## config.mk

```make
export PLATFORM = sky130hd
export DESIGN_NAME = perf_event_select_decode
export DESIGN_NICKNAME = d
export VERILOG_FILES = /design/src/perf_event_pkg.sv /design/src/event_accum.sv /design/src/perf_event_select_decode.sv
export SDC_FILE = /design/constraint.sdc
export NUM_CORES = 1
export LEC_CHECK = 0
export BUFFER_PORTS_ARGS = -buffer_cell sky130_fd_sc_hd__buf_2
export CORE_ASPECT_RATIO = 0.9
export CORE_UTILIZATION = 35
export DETAILED_ROUTE_END_ITERATION = 7
export REMOVE_ABC_BUFFERS = 1
export SYNTH_ARGS = -nofsm -noshare
export SYNTH_HDL_FRONTEND = slang
export SYNTH_SLANG_ARGS = --single-unit
```

## constraint.sdc

```tcl
create_clock -name sys_clk -period 2.4 [get_ports sys_clk]
set_clock_uncertainty 0.15 [all_clocks]
set_input_delay 0.48 -clock sys_clk [delete_from_list [all_inputs] [get_ports sys_clk]]
set_output_delay 0.48 -clock sys_clk [all_outputs]
set_load 0.02 [all_outputs]
```

## src/perf_event_pkg.sv

```systemverilog
// event codes, unit-mask fields and shared helpers for the event-select decode
// assumes occurrence inputs carry one bit per occurrence kind per core clock
package perf_event_pkg;

    // ------------------------------------------------------------
    // widths
    // ------------------------------------------------------------
    localparam int code_w = 8;
    localparam int mask_w = 8;
    localparam int incr_w = 5;
    localparam int idx_w = 2;
    localparam int count_w_dflt = 48;
    localparam logic [idx_w-1:0] first_level_counters = 2'h2;

    // ------------------------------------------------------------
    // event codes
    // ------------------------------------------------------------
    localparam logic [code_w-1:0] l2_activity_event = 8'hf0;
    localparam logic [code_w-1:0] l2_ownership_request_event = 8'h27;
    localparam logic [code_w-1:0] data_xlate_load_miss_event = 8'h08;
    localparam logic [code_w-1:0] data_xlate_miss_event = 8'h49;
    localparam logic [code_w-1:0] instr_xlate_miss_event = 8'h85;
    localparam logic [code_w-1:0] first_level_writeback_event = 8'h28;
    localparam logic [code_w-1:0] first_level_read_event = 8'h40;

    // ------------------------------------------------------------
    // unit-mask field positions
    // ------------------------------------------------------------
    // l2 activity
    localparam int l2a_load = 0;
    localparam int l2a_own = 1;
    localparam int l2a_ifetch = 2;
    localparam int l2a_hw_prefetch = 3;
    localparam int l2a_l1_wb = 4;
    localparam int l2a_fill = 5;
    localparam int l2a_wb_l3 = 6;
    localparam int l2a_all = 7;
    // ownership requests: store states low nibble, locked states high nibble
    localparam logic [mask_w-1:0] own_store_field = 8'h0f;
    localparam logic [mask_w-1:0] own_lock_field = 8'hf0;
    localparam logic [mask_w-1:0] own_store_hit = 8'h0e;
    localparam logic [mask_w-1:0] own_lock_hit = 8'he0;
    // translation misses: bit 2 has no meaning
    localparam logic [mask_w-1:0] xlate_field = 8'hfb;
    localparam int xl_any = 0;
    localparam int xl_walk_done = 1;
    localparam int xl_walker_busy = 3;
    localparam int xl_second_level_hit = 4;
    localparam int xl_low_part = 5;
    localparam int xl_high_part = 6;
    localparam int xl_large_walk = 7;
    // first-level line states invalid/shared/exclusive/modified
    localparam logic [mask_w-1:0] state_field = 8'h0f;

    // ------------------------------------------------------------
    // helpers
    // ------------------------------------------------------------
    // number of selected occurrences in one cycle
    function automatic logic [incr_w-1:0] sel_count(input logic [mask_w-1:0] occ, input logic [mask_w-1:0] sel);
        logic [incr_w-1:0] n;
        n = '0;
        for (int i = 0; i < mask_w; i++) begin
            n = n + {{(incr_w-1){1'b0}}, occ[i] & sel[i]};
        end
        return n;
    endfunction : sel_count

endpackage : perf_event_pkg

```

## src/event_accum.sv

```systemverilog
// general counter accumulating the per-cycle increment of the decode
// assumes clear and increment are synchronous to sys_clk
`timescale 1ns/1ps
module event_accum #(
    parameter int count_w = perf_event_pkg::count_w_dflt
) (
    input wire logic sys_clk,
    input wire logic rst_b,
    input wire logic clear,
    input wire logic [perf_event_pkg::incr_w-1:0] incr,
    output logic [count_w-1:0] value
);
    import perf_event_pkg::*;

    logic [count_w-1:0] value_reg;
    logic [count_w-1:0] value_next;

    // clear wins, otherwise add the increment
    always_comb begin
        value_next = value_reg + {{(count_w-incr_w){1'b0}}, incr};
        if (clear) begin
            value_next = '0;
        end
    end

    // register
    always_ff @(posedge sys_clk or negedge rst_b) begin
        if (!rst_b) begin
            value_reg <= '0;
        end else begin
            value_reg <= value_next;
        end
    end

    assign value = value_reg;

endmodule : event_accum

```

## src/perf_event_select_decode.sv

```systemverilog
// event-select decode for one general performance counter
// assumes occurrence vectors are sampled every sys_clk, one bit per occurrence
// assumes counter_index gives the place of this counter among the four general counters
//
// Operation
// - code f0 counts second-level cache transactions by kind per mask bit.
// - code 27 low mask bits count store ownership requests by line state.
// - code 27 high mask bits count locked ownership requests by line state.
// - combined code 27 masks 0e, 0f, e0, f0 count unions of states.
// - code 08 counts load data translation misses with seven sub-kinds.
// - code 49 counts load and store data translation misses, same masks.
// - code 85 counts instruction translation misses with the same masks.
// - total minus load-only count equals store-caused data translation misses.
// - first-level data cache events count only on counters 0 and 1.
// - code 28 counts first-level writebacks by second-level line state.
// - code 40 masks 01, 02, 04 count invalid, shared, exclusive reads.
// - code 40 masks 08 and 0f count modified and all reads.
`timescale 1ns/1ps
module perf_event_select_decode #(
    parameter int count_w = perf_event_pkg::count_w_dflt,
    parameter logic [perf_event_pkg::idx_w-1:0] counter_index = 2'h0
) (
    input wire logic sys_clk,
    input wire logic rst_b,
    input wire logic count_enable,
    input wire logic counter_clear,
    input wire logic [perf_event_pkg::code_w-1:0] event_code,
    input wire logic [perf_event_pkg::mask_w-1:0] unit_mask,
    input wire logic [perf_event_pkg::mask_w-1:0] l2_activity_occ,
    input wire logic [perf_event_pkg::mask_w-1:0] l2_ownership_occ,
    input wire logic [perf_event_pkg::mask_w-1:0] data_xlate_load_occ,
    input wire logic [perf_event_pkg::mask_w-1:0] data_xlate_store_occ,
    input wire logic [perf_event_pkg::mask_w-1:0] instr_xlate_occ,
    input wire logic [3:0] first_level_writeback_occ,
    input wire logic [3:0] first_level_read_occ,
    output logic [perf_event_pkg::incr_w-1:0] count_incr,
    output logic [count_w-1:0] count_value,
    output logic select_valid,
    output logic select_unsupported
);
    import perf_event_pkg::*;

    // ------------------------------------------------------------
    // decode state
    // ------------------------------------------------------------
    // registered increment and selection status
    logic [incr_w-1:0] incr_reg;
    logic [incr_w-1:0] incr_next;
    logic valid_reg;
    logic valid_next;
    logic unsup_reg;
    logic unsup_next;

    // ------------------------------------------------------------
    // code classification
    // ------------------------------------------------------------
    logic code_known;
    logic first_level_sel;
    logic first_level_ok;

    // first-level cache events are legal only on the low counters
    assign first_level_sel = (event_code == first_level_writeback_event) ||
                             (event_code == first_level_read_event);
    assign first_level_ok = counter_index < first_level_counters;

    // codes this decode serves; anything else counts nothing
    assign code_known = (event_code == l2_activity_event) ||
                        (event_code == l2_ownership_request_event) ||
                        (event_code == data_xlate_load_miss_event) ||
                        (event_code == data_xlate_miss_event) ||
                        (event_code == instr_xlate_miss_event) ||
                        first_level_sel;

    // ------------------------------------------------------------
    // unit-mask qualification
    // ------------------------------------------------------------
    logic [mask_w-1:0] l2a_sel;
    logic [mask_w-1:0] own_sel;
    logic [mask_w-1:0] xlate_sel;
    logic [mask_w-1:0] state_sel;

    // the all bit takes every transaction kind once, never twice
    always_comb begin
        l2a_sel = unit_mask;
        if (unit_mask[l2a_all]) begin
            l2a_sel = 8'h7f;
        end
        l2a_sel[l2a_all] = 1'b0;
    end

    // store states low nibble, locked states high nibble; unions add up
    assign own_sel = unit_mask & (own_store_field | own_lock_field);
    // bit 2 has no meaning on translation events and is dropped
    assign xlate_sel = unit_mask & xlate_field;
    // first-level events know only four line states
    assign state_sel = unit_mask & state_field;

    // ------------------------------------------------------------
    // per-source occurrence counts
    // ------------------------------------------------------------
    // one count per occurrence source
    logic [incr_w-1:0] l2a_count;
    logic [incr_w-1:0] own_count;
    logic [incr_w-1:0] xlate_load_count;
    logic [incr_w-1:0] xlate_store_count;
    logic [incr_w-1:0] xlate_total_count;
    logic [incr_w-1:0] instr_count;
    logic [incr_w-1:0] wb_count;
    logic [incr_w-1:0] read_count;

    // occurrences of this cycle that match a selected bit
    assign l2a_count = sel_count(l2_activity_occ, l2a_sel);
    assign own_count = sel_count(l2_ownership_occ, own_sel);
    assign xlate_load_count = sel_count(data_xlate_load_occ, xlate_sel);
    assign xlate_store_count = sel_count(data_xlate_store_occ, xlate_sel);
    assign instr_count = sel_count(instr_xlate_occ, xlate_sel);
    assign wb_count = sel_count({4'h0, first_level_writeback_occ}, state_sel);
    assign read_count = sel_count({4'h0, first_level_read_occ}, state_sel);

    // load part reused as is, so total minus load-only is the store part
    assign xlate_total_count = xlate_load_count + xlate_store_count;

    // ------------------------------------------------------------
    // increment selection
    // ------------------------------------------------------------
    // per-cycle increment of the selected event
    always_comb begin
        incr_next = '0;
        unique case (event_code)
            // second-level cache events
            l2_activity_event: begin
                incr_next = l2a_count;
            end
            l2_ownership_request_event: begin
                incr_next = own_count;
            end
            // translation misses share one mask layout
            data_xlate_load_miss_event: begin
                incr_next = xlate_load_count;
            end
            data_xlate_miss_event: begin
                incr_next = xlate_total_count;
            end
            instr_xlate_miss_event: begin
                incr_next = instr_count;
            end
            // first-level events, legality handled below
            first_level_writeback_event: begin
                incr_next = wb_count;
            end
            first_level_read_event: begin
                incr_next = read_count;
            end
            default: begin
                incr_next = '0;
            end
        endcase
        // high counters never count first-level events
        if (first_level_sel && !first_level_ok) begin
            incr_next = '0;
        end
        // a disabled counter sees nothing this cycle
        if (!count_enable) begin
            incr_next = '0;
        end
    end

    // register the increment
    always_ff @(posedge sys_clk or negedge rst_b) begin
        if (!rst_b) begin
            incr_reg <= '0;
        end else begin
            incr_reg <= incr_next;
        end
    end

    // ------------------------------------------------------------
    // selection status
    // ------------------------------------------------------------
    // legal selection, or first-level event on a high counter
    always_comb begin
        valid_next = code_known;
        unsup_next = 1'b0;
        if (first_level_sel && !first_level_ok) begin
            valid_next = 1'b0;
            unsup_next = 1'b1;
        end
    end

    // register the status flags
    always_ff @(posedge sys_clk or negedge rst_b) begin
        if (!rst_b) begin
            valid_reg <= 1'b0;
            unsup_reg <= 1'b0;
        end else begin
            valid_reg <= valid_next;
            unsup_reg <= unsup_next;
        end
    end

    // ------------------------------------------------------------
    // counter
    // ------------------------------------------------------------
    event_accum #(
        .count_w(count_w)
    ) u_accum (
        .sys_clk(sys_clk),
        .rst_b(rst_b),
        .clear(counter_clear),
        .incr(incr_reg),
        .value(count_value)
    );

    // ------------------------------------------------------------
    // outputs
    // ------------------------------------------------------------
    // all outputs straight from flip-flops
    assign count_incr = incr_reg;
    assign select_valid = valid_reg;
    assign select_unsupported = unsup_reg;

endmodule : perf_event_select_decode

```

==> run metrics, run 1 <==
status finished with violations; failing checks setup timing; Int Power 1.62 mW; Pwr Density 427 nW/um^2; Syn Area/Cell 9.16 sq um; Clk pwr share 0.336; Max Used Layer met4; setup TNS -10.27 ns; clk_lat worst skew 0.29 ns; largest family of logic cells by synthesized area simple AND/OR/NAND/NOR gates; Tmin final 4.58 ns; GPL Wtd Cong 0.824; Achievable Freq 218 MHz; Synth top area share 0.341; Buffers on Ports 117; Synth Area in XOR/XNOR 0.0509; Slew Viols, Final 0; Crit path required time 2.42 ns; Layout Cells excl Fill 741; Worst Path Arrival 4.60 ns; Syn. warnings 0; dpl cells 730; Final Hold Violating Endpoints 0; leading area contributor after synthesis dfrtp_1; FILL cells 1092; CTS clk-pin slew, worst paths 0.07 ns; wl on met1 5210 um; max FFs per register 48; row count 36; Pleak 2.51 nW; Comb power frac 0.260; Area Growth Syn to Fin 33.3%; Hold WC Path Type in2async; Synth Area in Compound Gates 0.149; Reg2Reg Depth 9; crit path kind in2reg; width of the die 114 um; Hold Slack 0.00897 ns; Cell Area, Placed 4990 sq um; initial core utilization 0.363; layout cells sized above 1 0.338; Max-Cap Viols 0; CTS tree built; Final Cell Area 5280 sq um; cell repeated most along the worst path fa_1; slowest CP cell fa_1; number of iterations in the first detailed-routing pass 4; crit end category flip-flop; Peak VDD IR 0.291 mV; Final WS setup -2.18 ns; Final Cycle Share 1.91; largest net degree at the start of global routing 34; clock buffer depth 2; register area share after synthesis 0.341; total power 2.25 mW; DIE AREA 11700 sq um; CTS Buf Count 5; worst-margin pin slew 0.548 ns; synthesized netlist cell count 432; Synth Cell Area 3960 sq um; most frequent cell after synthesis dfrtp_1; die height 103 um; sw power 0.636 mW; endpoints failing setup 5; Core Box Area 10900 sq um; first-pass GRT wire length 17700 um; crit start category input pin; DR WL met3 312 um; sequential power share 0.403; relative slew slack 0.635; FF-to-FF Start count_incr[0]; clock sinks 54; Synth Area in Simple Gates 0.246; DR DRC count 0; global route total overflow 0; most instantiated cells after synthesis dfrtp_1, nand2_1, a21oi_1, nor2_1, o21ai_0; number of global-route vias before repair 3757; synthesized flop and latch total 54; Antenna Cells 0; switching fraction of total power 0.282; routed len/inst 14.5 um; mux cell area share after synthesis 0.00284; Total GRT Usage 0.190; Post-DP HPWL 8390 um; CTS root buf clkbuf_16; cts hold-fix bufs 0; Detailed Route Iter0 Violations 237; Vias 3762; Critical R2R Capture u_accum.value[30]; initial antenna violation count 0; Final nets 697; adder-cell share of the synthesized area 0.173; Async S/R FF share, synth 1.00; final design utilization 0.484; Avg Vias per Cell 5.08; reg2reg setup slack 0.13 ns; CP Max Fanout 2; dominant cells by area after synthesis dfrtp_1, fa_1, ha_1; antenna-violating nets left 0; CP Cell Sequence buf_2 -> nand2_2 -> fa_1 -> inv_1 -> fa_1 -> fa_1 -> inv_1 -> fa_1 -> fa_1 -> fa_1 -> inv_2 -> ha_4 -> inv_2 -> fa_2 -> xnor2_2 -> a22oi_2 -> a21oi_2; drt total wl 10800 um; I/O pin count 123; H-tree Lvls 2; ys flop type dfrtp_1; crit-path max cell delay 0.53 ns; RSZ-0062 raised after global routing true; synth unique cells 53; number of synthesized flops with an enable pin 0; met2 WL 5100 um; Placement Setup Slack -2.85 ns
-- timing repair --
item,CTS,global route
buffers inserted,2,0
resized for setup,14,11
endpoints found under the setup margin,5,18
cloned,0,1
pin swaps,15,5
-- final cells by class --
type,instances,area (sq um),share of cell area
Clock inverter,2,16.3,0.00308
Timing Repair Buffer,158,933,0.177
Multi-Input combinational cell,342,2550,0.483
Tap cell,152,190,0.0360
Sequential cell,54,1350,0.256
Clock buffer,6,139,0.0263
Inverter,27,101,0.0192
-- metal layers --
metal  up-vias  global-route usage
li1       1833                   -
met1      1843               0.258
met2        75               0.323
met3        11              0.0247
met4         0              0.0460
met5         -                   0
-- worst max-delay path, delay by kind of cell --
kind | cells | cell delay, ns
AO/OA/AOI/OAI | 2 | 0.20
XOR/XNOR | 1 | 0.15
AND/OR/NAND/NOR | 1 | 0.06
adder cells (fa/ha/maj) | 8 | 3.41
buffers and inverters | 5 | 0.31
-- power by group through the flow --
stage / sequential, mW / combinational, mW / clock [mW]
finish: 0.910 / 0.587 / 0.758
global route: 0.910 / 0.684 / 0.799
CTS: 0.910 / 0.586 / 0.784
detailed placement: 0.928 / 0.534 / 0
global placement: 0.928 / 0.518 / 0
floorplan: 0.928 / 0.309 / 0
-- how the worst max path moves through the flow --
stage	slack [ns]	from	cells past startpoint	to
2_1_floorplan	-2.57	unit_mask[0]	16	count_incr[2]
3_3_place_gp	-2.80	unit_mask[0]	17	count_incr[2]
3_5_place_dp	-2.85	unit_mask[0]	17	count_incr[2]
4_1_cts	-2.24	data_xlate_load_occ[4]	17	count_incr[2]
5_1_grt	-2.34	data_xlate_load_occ[4]	18	count_incr[3]
6_report	-2.18	data_xlate_load_occ[1]	17	count_incr[2]
-- logic make-up (layout without fill, tap and decap cells) --
logic type	count (synthesis)	in the layout
adder cells (fa/ha/maj)	41	41
AND/OR/NAND/NOR	182	182
XOR/XNOR	23	23
AO/OA/AOI/OAI	94	94
buffers and inverters	36	193
multiplexers	1	1
other	1	1
flip-flops	54	54
-- placed cells by master (no fill, tap or decap), types with 3 or more instances in the layout --
master,netlist,final
a21oi_2,1,3
nand4_1,11,11
or3_1,19,19
nor2_2,3,3
clkbuf_16,0,5
o31ai_1,6,6
buf_6,0,4
or4_1,6,6
o2111ai_1,4,4
o211ai_1,6,6
buf_2,2,115
nor2b_1,7,7
nand2b_1,4,4
and2_1,10,10
and3_1,6,6
o21ai_0,30,30
buf_4,1,37
a21o_1,3,3
a21oi_1,31,29
xor2_1,17,17
ha_1,18,16
nor4_1,4,4
inv_1,26,24
nand2_1,45,43
nand3_1,18,17
fa_1,23,21
xnor2_1,6,5
dfrtp_1,54,54
nor3_1,4,4
nor2_1,31,30
Power figures use the tool's default switching activity.
==> run 2: changes to the inputs <==
--- a/config.mk
+++ b/config.mk
@@ -7,6 +7,7 @@
 export LEC_CHECK = 0
 export BUFFER_PORTS_ARGS = -buffer_cell sky130_fd_sc_hd__buf_2
 export CORE_ASPECT_RATIO = 0.9
+export CORE_MARGIN = 2
 export CORE_UTILIZATION = 35
 export DETAILED_ROUTE_END_ITERATION = 7
 export REMOVE_ABC_BUFFERS = 1
==> run 2 against run 1 <==
- the flow still finishes with violations (setup timing)
- non-clock buffer count decreased by 8
- worst hold slack got worse by 0.0066 ns
- sequential share of layout area increased by 0.36 points
- worst setup slack improved by 0.035 ns
- power increased by 2.1%
- global-route usage decreased by 1.1 points
- critical path depth unchanged
- clock power increased by 6.1%
- flip-flop and latch count unchanged
- highest routed layer unchanged
==> run metrics, run 2 (synthesis gave the netlist of run 1 again) <==
endpoints failing setup 5 (unchanged); clk_lat worst skew 0.28 ns (about the same); sequential power share 0.395 (-0.008); initial antenna violation count 0 (unchanged); Hold WC Path Type in2async; wl on met1 5050 um (-3.0%); Int Power 1.70 mW (+4.7%); DR WL met3 549 um (+76%); relative slew slack 0.650 (+0.0150); clock sinks 54 (unchanged); CTS root buf clkbuf_16; Max Used Layer met4; CP Cell Sequence buf_8 -> nand2_4 -> fa_1 -> inv_1 -> fa_1 -> fa_1 -> inv_1 -> fa_1 -> fa_1 -> fa_2 -> inv_2 -> ha_4 -> inv_2 -> fa_2 -> xnor2_1 -> a22oi_1 -> a21oi_2; Max-Cap Viols 0 (unchanged); first-pass GRT wire length 17700 um (+0.15%); Layout Cells excl Fill 733 (-1.1%); Vias 3741 (-0.56%); register area 1350 sq um (unchanged); Area Growth Syn to Fin 31.5%; DIE AREA 12200 sq um (+3.7%); Total GRT Usage 0.179 (-0.0107); DR DRC count 0 (unchanged); antenna-violating nets left 0 (unchanged); Buffers on Ports 117 (unchanged); Core Box Area 10900 sq um (+0.41%); FILL cells 1091 (-0.092%); cts hold-fix bufs 0 (unchanged); switching fraction of total power 0.263 (-0.0188); Post-DP HPWL 8380 um (about the same); CP delay by family, top adder cells; global route total overflow 0 (unchanged); Comb power frac 0.255 (-0.005); die height 105 um (+1.9%); number of iterations in the first detailed-routing pass 4 (unchanged); width of the die 116 um (+1.8%); drt total wl 10600 um (-1.7%); failing checks setup timing; crit end category flip-flop; most frequent cells in the layout buf_2, dfrtp_1, nand2_1; number of global-route vias before repair 3821 (+1.7%); clock buffer depth 2 (unchanged); Peak VDD IR 0.388 mV (+33%); Antenna Cells 0 (unchanged); crit path kind in2reg; row count 36 (unchanged); dpl cells 723 (-0.96%); CTS clk-pin slew, worst paths 0.07 ns (about the same); Tmin final 4.54 ns (-0.0354 ns); initial core utilization 0.362 (-0.00149); Final Cycle Share 1.89 (-0.0148); multi-input logic area 2530 sq um (-0.79%); worst path buffer plus inverter count 5 (unchanged); Slew Viols, Final 0 (unchanged); routed len/inst 14.4 um (-0.59%); Detailed Route Iter0 Violations 168 (-29%); H-tree Lvls 2 (unchanged); Clk pwr share 0.349 (+0.013); GPL Wtd Cong 0.846 (+2.7%); CP Max Fanout 2 (unchanged); setup TNS -10.13 ns (+0.136 ns); slowest CP cell fa_1; max FFs per register 48 (unchanged); worst-margin pin slew 0.521 ns (-0.0273 ns); Pleak 2.49 nW (-0.88%); Final Hold Violating Endpoints 0 (unchanged); crit start category input pin; most common cell after layout, fill and taps aside buf_2; CTS Buf Count 5 (unchanged); Crit path required time 2.41 ns (about the same); CTS tree built; Worst Path Arrival 4.56 ns (-0.04 ns); total power 2.30 mW (+2.1%); crit-path max cell delay 0.52 ns (about the same); final design utilization 0.476 (-0.00874); Pwr Density 442 nW/um^2 (+3.5%); status finished with violations; cell repeated most along the worst path fa_1; Final nets 689 (-1.1%); largest net degree at the start of global routing 36 (+5.9%); layout cells sized above 1 0.320 (-0.0177); RSZ-0062 raised after global routing true; met2 WL 4900 um (-3.9%); Avg Vias per Cell 5.10 (+0.53%); sw power 0.606 mW (-4.7%); I/O pin count 123 (unchanged); Final WS setup -2.14 ns (+0.0354 ns); Achievable Freq 220 MHz (+0.78%)
run 2: path summary, 6_finish.rpt:
kind | end | slack (ns) | depth (start not counted) | from
worst max-delay path | count_incr[2] | -2.14 | 17 | unit_mask[0]
worst min-delay path | u_accum.value[28] | 0.002 | 1 | rst_b
worst max register to register | u_accum.value[20] | 0.10 | 9 | count_incr[0]
worst min register to register | u_accum.value[22] | 0.42 | 2 | u_accum.value[22]
max in group asynchronous | u_accum.value[20] | 1.54 | 2 | rst_b
min in group sys_clk | count_incr[3] | 0.32 | 2 | count_enable
run 2: metal layers:
layer  GRT usage  vias up
met5           0        -
met4      0.0281        0
met3      0.0342        4
met2       0.292       81
met1       0.251     1831
li1            -     1825
run 2: cell type report:
type,count,area share
multi-input combinational,342,0.486
sequential,54,0.260
timing repair buffer,150,0.168
tap,152,0.0365
clock buffer,7,0.0255
inverter,27,0.0195
clock inverter,1,0.00577
run 2: worst register-to-register path, cell delays in order (launching register included):
cell and delay (ns):
dfrtp_1 0.38, ha_1 0.23, fa_1 0.40, a21o_1 0.23, o2bb2ai_4 0.18, buf_4 0.17, buf_4 0.15, nand4_1 0.09
xor2_1 0.16, nor2_1 0.06
run 2: timing repair:
item	in CTS	in global routing
endpoints found under the hold margin	0	0
endpoints found under the setup margin	5	19
pin swaps	13	2
resized for setup	15	6
setup buffers	1	1
run 2: through the flow:
step           hold WS (ns)  setup slack [ns]  cell area (sq um)
2_1_floorplan        0.0344             -2.57               3920
3_3_place_gp          0.320             -2.77               4940
3_5_place_dp          0.321             -2.80               4940
4_1_cts              0.0111             -2.13               5170
5_1_grt              0.0303             -2.30               5200
6_report            0.00233             -2.14               5200
run 2: power by group through the flow:
stage	sequential, mW	combinational (mW)	clock, mW
finish	0.910	0.587	0.804
floorplan	0.928	0.309	0
global route	0.909	0.678	0.860
global placement	0.928	0.521	0
detailed placement	0.928	0.529	0
CTS	0.910	0.584	0.831
==> run 3: changes to the inputs <==
--- a/config.mk
+++ b/config.mk
@@ -11,6 +11,7 @@
 export CORE_UTILIZATION = 35
 export DETAILED_ROUTE_END_ITERATION = 7
 export REMOVE_ABC_BUFFERS = 1
+export SKIP_CTS_REPAIR_TIMING = 1
 export SYNTH_ARGS = -nofsm -noshare
 export SYNTH_HDL_FRONTEND = slang
 export SYNTH_SLANG_ARGS = --single-unit
==> run 3 against run 2 <==
- the run ends with hold timing, setup timing left
- global-route usage decreased by 0.19 points
- highest routed layer unchanged
- register-to-register slack about the same
- maximum frequency decreased by 0.93%
- non-clock buffer count decreased by 1
- clock power about the same
- sequential power about the same
- largest cell class unchanged
- count of clock-buffer cells in the layout unchanged
==> run metrics, run 3 (synthesis gave the netlist of run 1 again) <==
status finished with violations; failing checks hold timing, setup timing; crit path kind in2reg; most common cell after layout, fill and taps aside buf_2; DIE AREA 12200 sq um (unchanged); total power 2.29 mW (-0.55%); Pleak 2.49 nW (-0.24%); CTS Buf Count 5 (unchanged); Hold Slack -0.00181 ns (-0.00414 ns); crit start category input pin; relative slew slack 0.665 (+0.0157); number of global-route vias before repair 3770 (-1.3%); Crit path required time 2.42 ns (about the same); met3 Use GR 0.0336 (-0.000580); Layout Cells excl Fill 732 (-0.14%); sw power 0.605 mW (-0.24%); Comb power frac 0.251 (-0.004); most frequent cells in the layout buf_2, dfrtp_1, nand2_1; Worst Path Arrival 4.60 ns (+0.04 ns); DR DRC count 0 (unchanged); Final nets 688 (-0.15%); M1 GR Usage 0.253 (+0.00110); die height 105 um (unchanged); CTS root buf clkbuf_16; Final Hold Violating Endpoints 5 (+5); initial antenna violation count 0 (unchanged); worst-margin pin slew 0.497 ns (-0.0233 ns); clock buffer depth 2 (unchanged); layout cells sized above 1 0.319 (-0.00117); GPL Wtd Cong 0.846 (unchanged); Max-Cap Viols 0 (unchanged); CTS clk-pin slew, worst paths 0.07 ns (about the same); Vias 3722 (-0.51%); drt total wl 10600 um (-0.25%); Final Cell Area 5200 sq um (-0.17%); RSZ-0062 raised after global routing true; Int Power 1.68 mW (-0.67%); first-pass GRT wire length 17500 um (-1.1%); clk_lat worst skew 0.28 ns (about the same); Total GRT Usage 0.177 (-0.00194); CTS tree built; Post-DP HPWL 8380 um (unchanged); crit end category flip-flop; Final Cycle Share 1.91 (+0.0178); met2 usage 0.284 (-0.00710); routed len/inst 14.4 um (-0.11%); endpoints failing setup 5 (unchanged); width of the die 116 um (unchanged); Peak VDD IR 0.388 mV (-0.16%); row count 36 (unchanged); number of iterations in the first detailed-routing pass 4 (unchanged); CP Max Fanout 2 (unchanged); antenna-violating nets left 0 (unchanged); Pwr Density 440 nW/um^2 (-0.39%); H-tree Lvls 2 (unchanged); max FFs per register 48 (unchanged); Avg Vias per Cell 5.08 (-0.37%); busiest grt layer met2; setup TNS -10.07 ns (+0.0571 ns); Tmin final 4.59 ns (+0.0426 ns); sequential power share 0.398 (+0.003); Area Growth Syn to Fin 31.3%; Final WS setup -2.19 ns (-0.0426 ns); initial core utilization 0.362 (unchanged); Buffers on Ports 117 (unchanged); global route total overflow 0 (unchanged); final design utilization 0.475 (-0.000800); Antenna Cells 0 (unchanged); Slew Viols, Final 0 (unchanged); Achievable Freq 218 MHz (-0.93%); dpl cells 723 (unchanged); Placement Setup Slack -2.80 ns (unchanged); switching fraction of total power 0.264 (+0.000821); clock sinks 54 (unchanged); Clk pwr share 0.352 (+0.003); I/O pin count 123 (unchanged); Cell Area, Placed 4940 sq um (unchanged); Detailed Route Iter0 Violations 171 (+1.8%); Core Box Area 10900 sq um (unchanged); Hold WC Path Type in2async; largest net degree at the start of global routing 36 (unchanged)
## run 3: critical path, stage by stage
cell     delay (ns)
buf_6          0.07
nand2_4        0.04
fa_1           0.52
inv_1          0.05
fa_1           0.44
fa_1           0.52
inv_1          0.06
fa_1           0.45
fa_1           0.51
fa_2           0.44
inv_2          0.07
ha_4           0.12
inv_2          0.04
fa_2           0.40
xnor2_2        0.15
a22oi_2        0.16
a21oi_2        0.07
## run 3: worst paths after layout
kind / depth (start not counted) / endpoint / slack, ns / start
setup / recovery: 17 / count_incr[2] / -2.19 / data_xlate_load_occ[1]
hold / removal: 1 / u_accum.value[28] / -0.002 / rst_b
setup reg to reg: 9 / u_accum.value[8] / 0.10 / count_incr[0]
hold reg to reg: 2 / u_accum.value[22] / 0.42 / u_accum.value[22]
max in group asynchronous: 2 / u_accum.value[13] / 1.55 / rst_b
min in group sys_clk: 2 / count_incr[3] / 0.32 / count_enable
## run 3: layout make-up
cell class | instances | area, sq um
well taps | 152 | 190
inverters | 27 | 101
clock buffers | 7 | 133
fillers | 1089 | 5750
multi-input cells | 342 | 2530
flip-flops and latches | 54 | 1350
repair buffers | 149 | 861
clock inverters | 1 | 30.0
## run 3: per-layer routing
| metal | up-vias | share of wire | routed length (um) |
|---|---|---|---|
| li1 | 1824 | - | - |
| met1 | 1808 | 0.47 | 4980 |
| met2 | 86 | 0.46 | 4890 |
| met3 | 4 | 0.058 | 611 |
| met4 | 0 | 0.0067 | 71 |
| met5 | - | 0 | 0 |
## run 3: power by group through the flow
| stage | combinational [mW] | clock (mW) | sequential (mW) |
|---|---|---|---|
| 3_5_place_dp | 0.529 | 0 | 0.928 |
| 4_1_cts | 0.533 | 0.831 | 0.910 |
| 6_report | 0.573 | 0.805 | 0.910 |
| 5_1_grt | 0.668 | 0.860 | 0.909 |
| 3_3_place_gp | 0.521 | 0 | 0.928 |
| 2_1_floorplan | 0.309 | 0 | 0.928 |
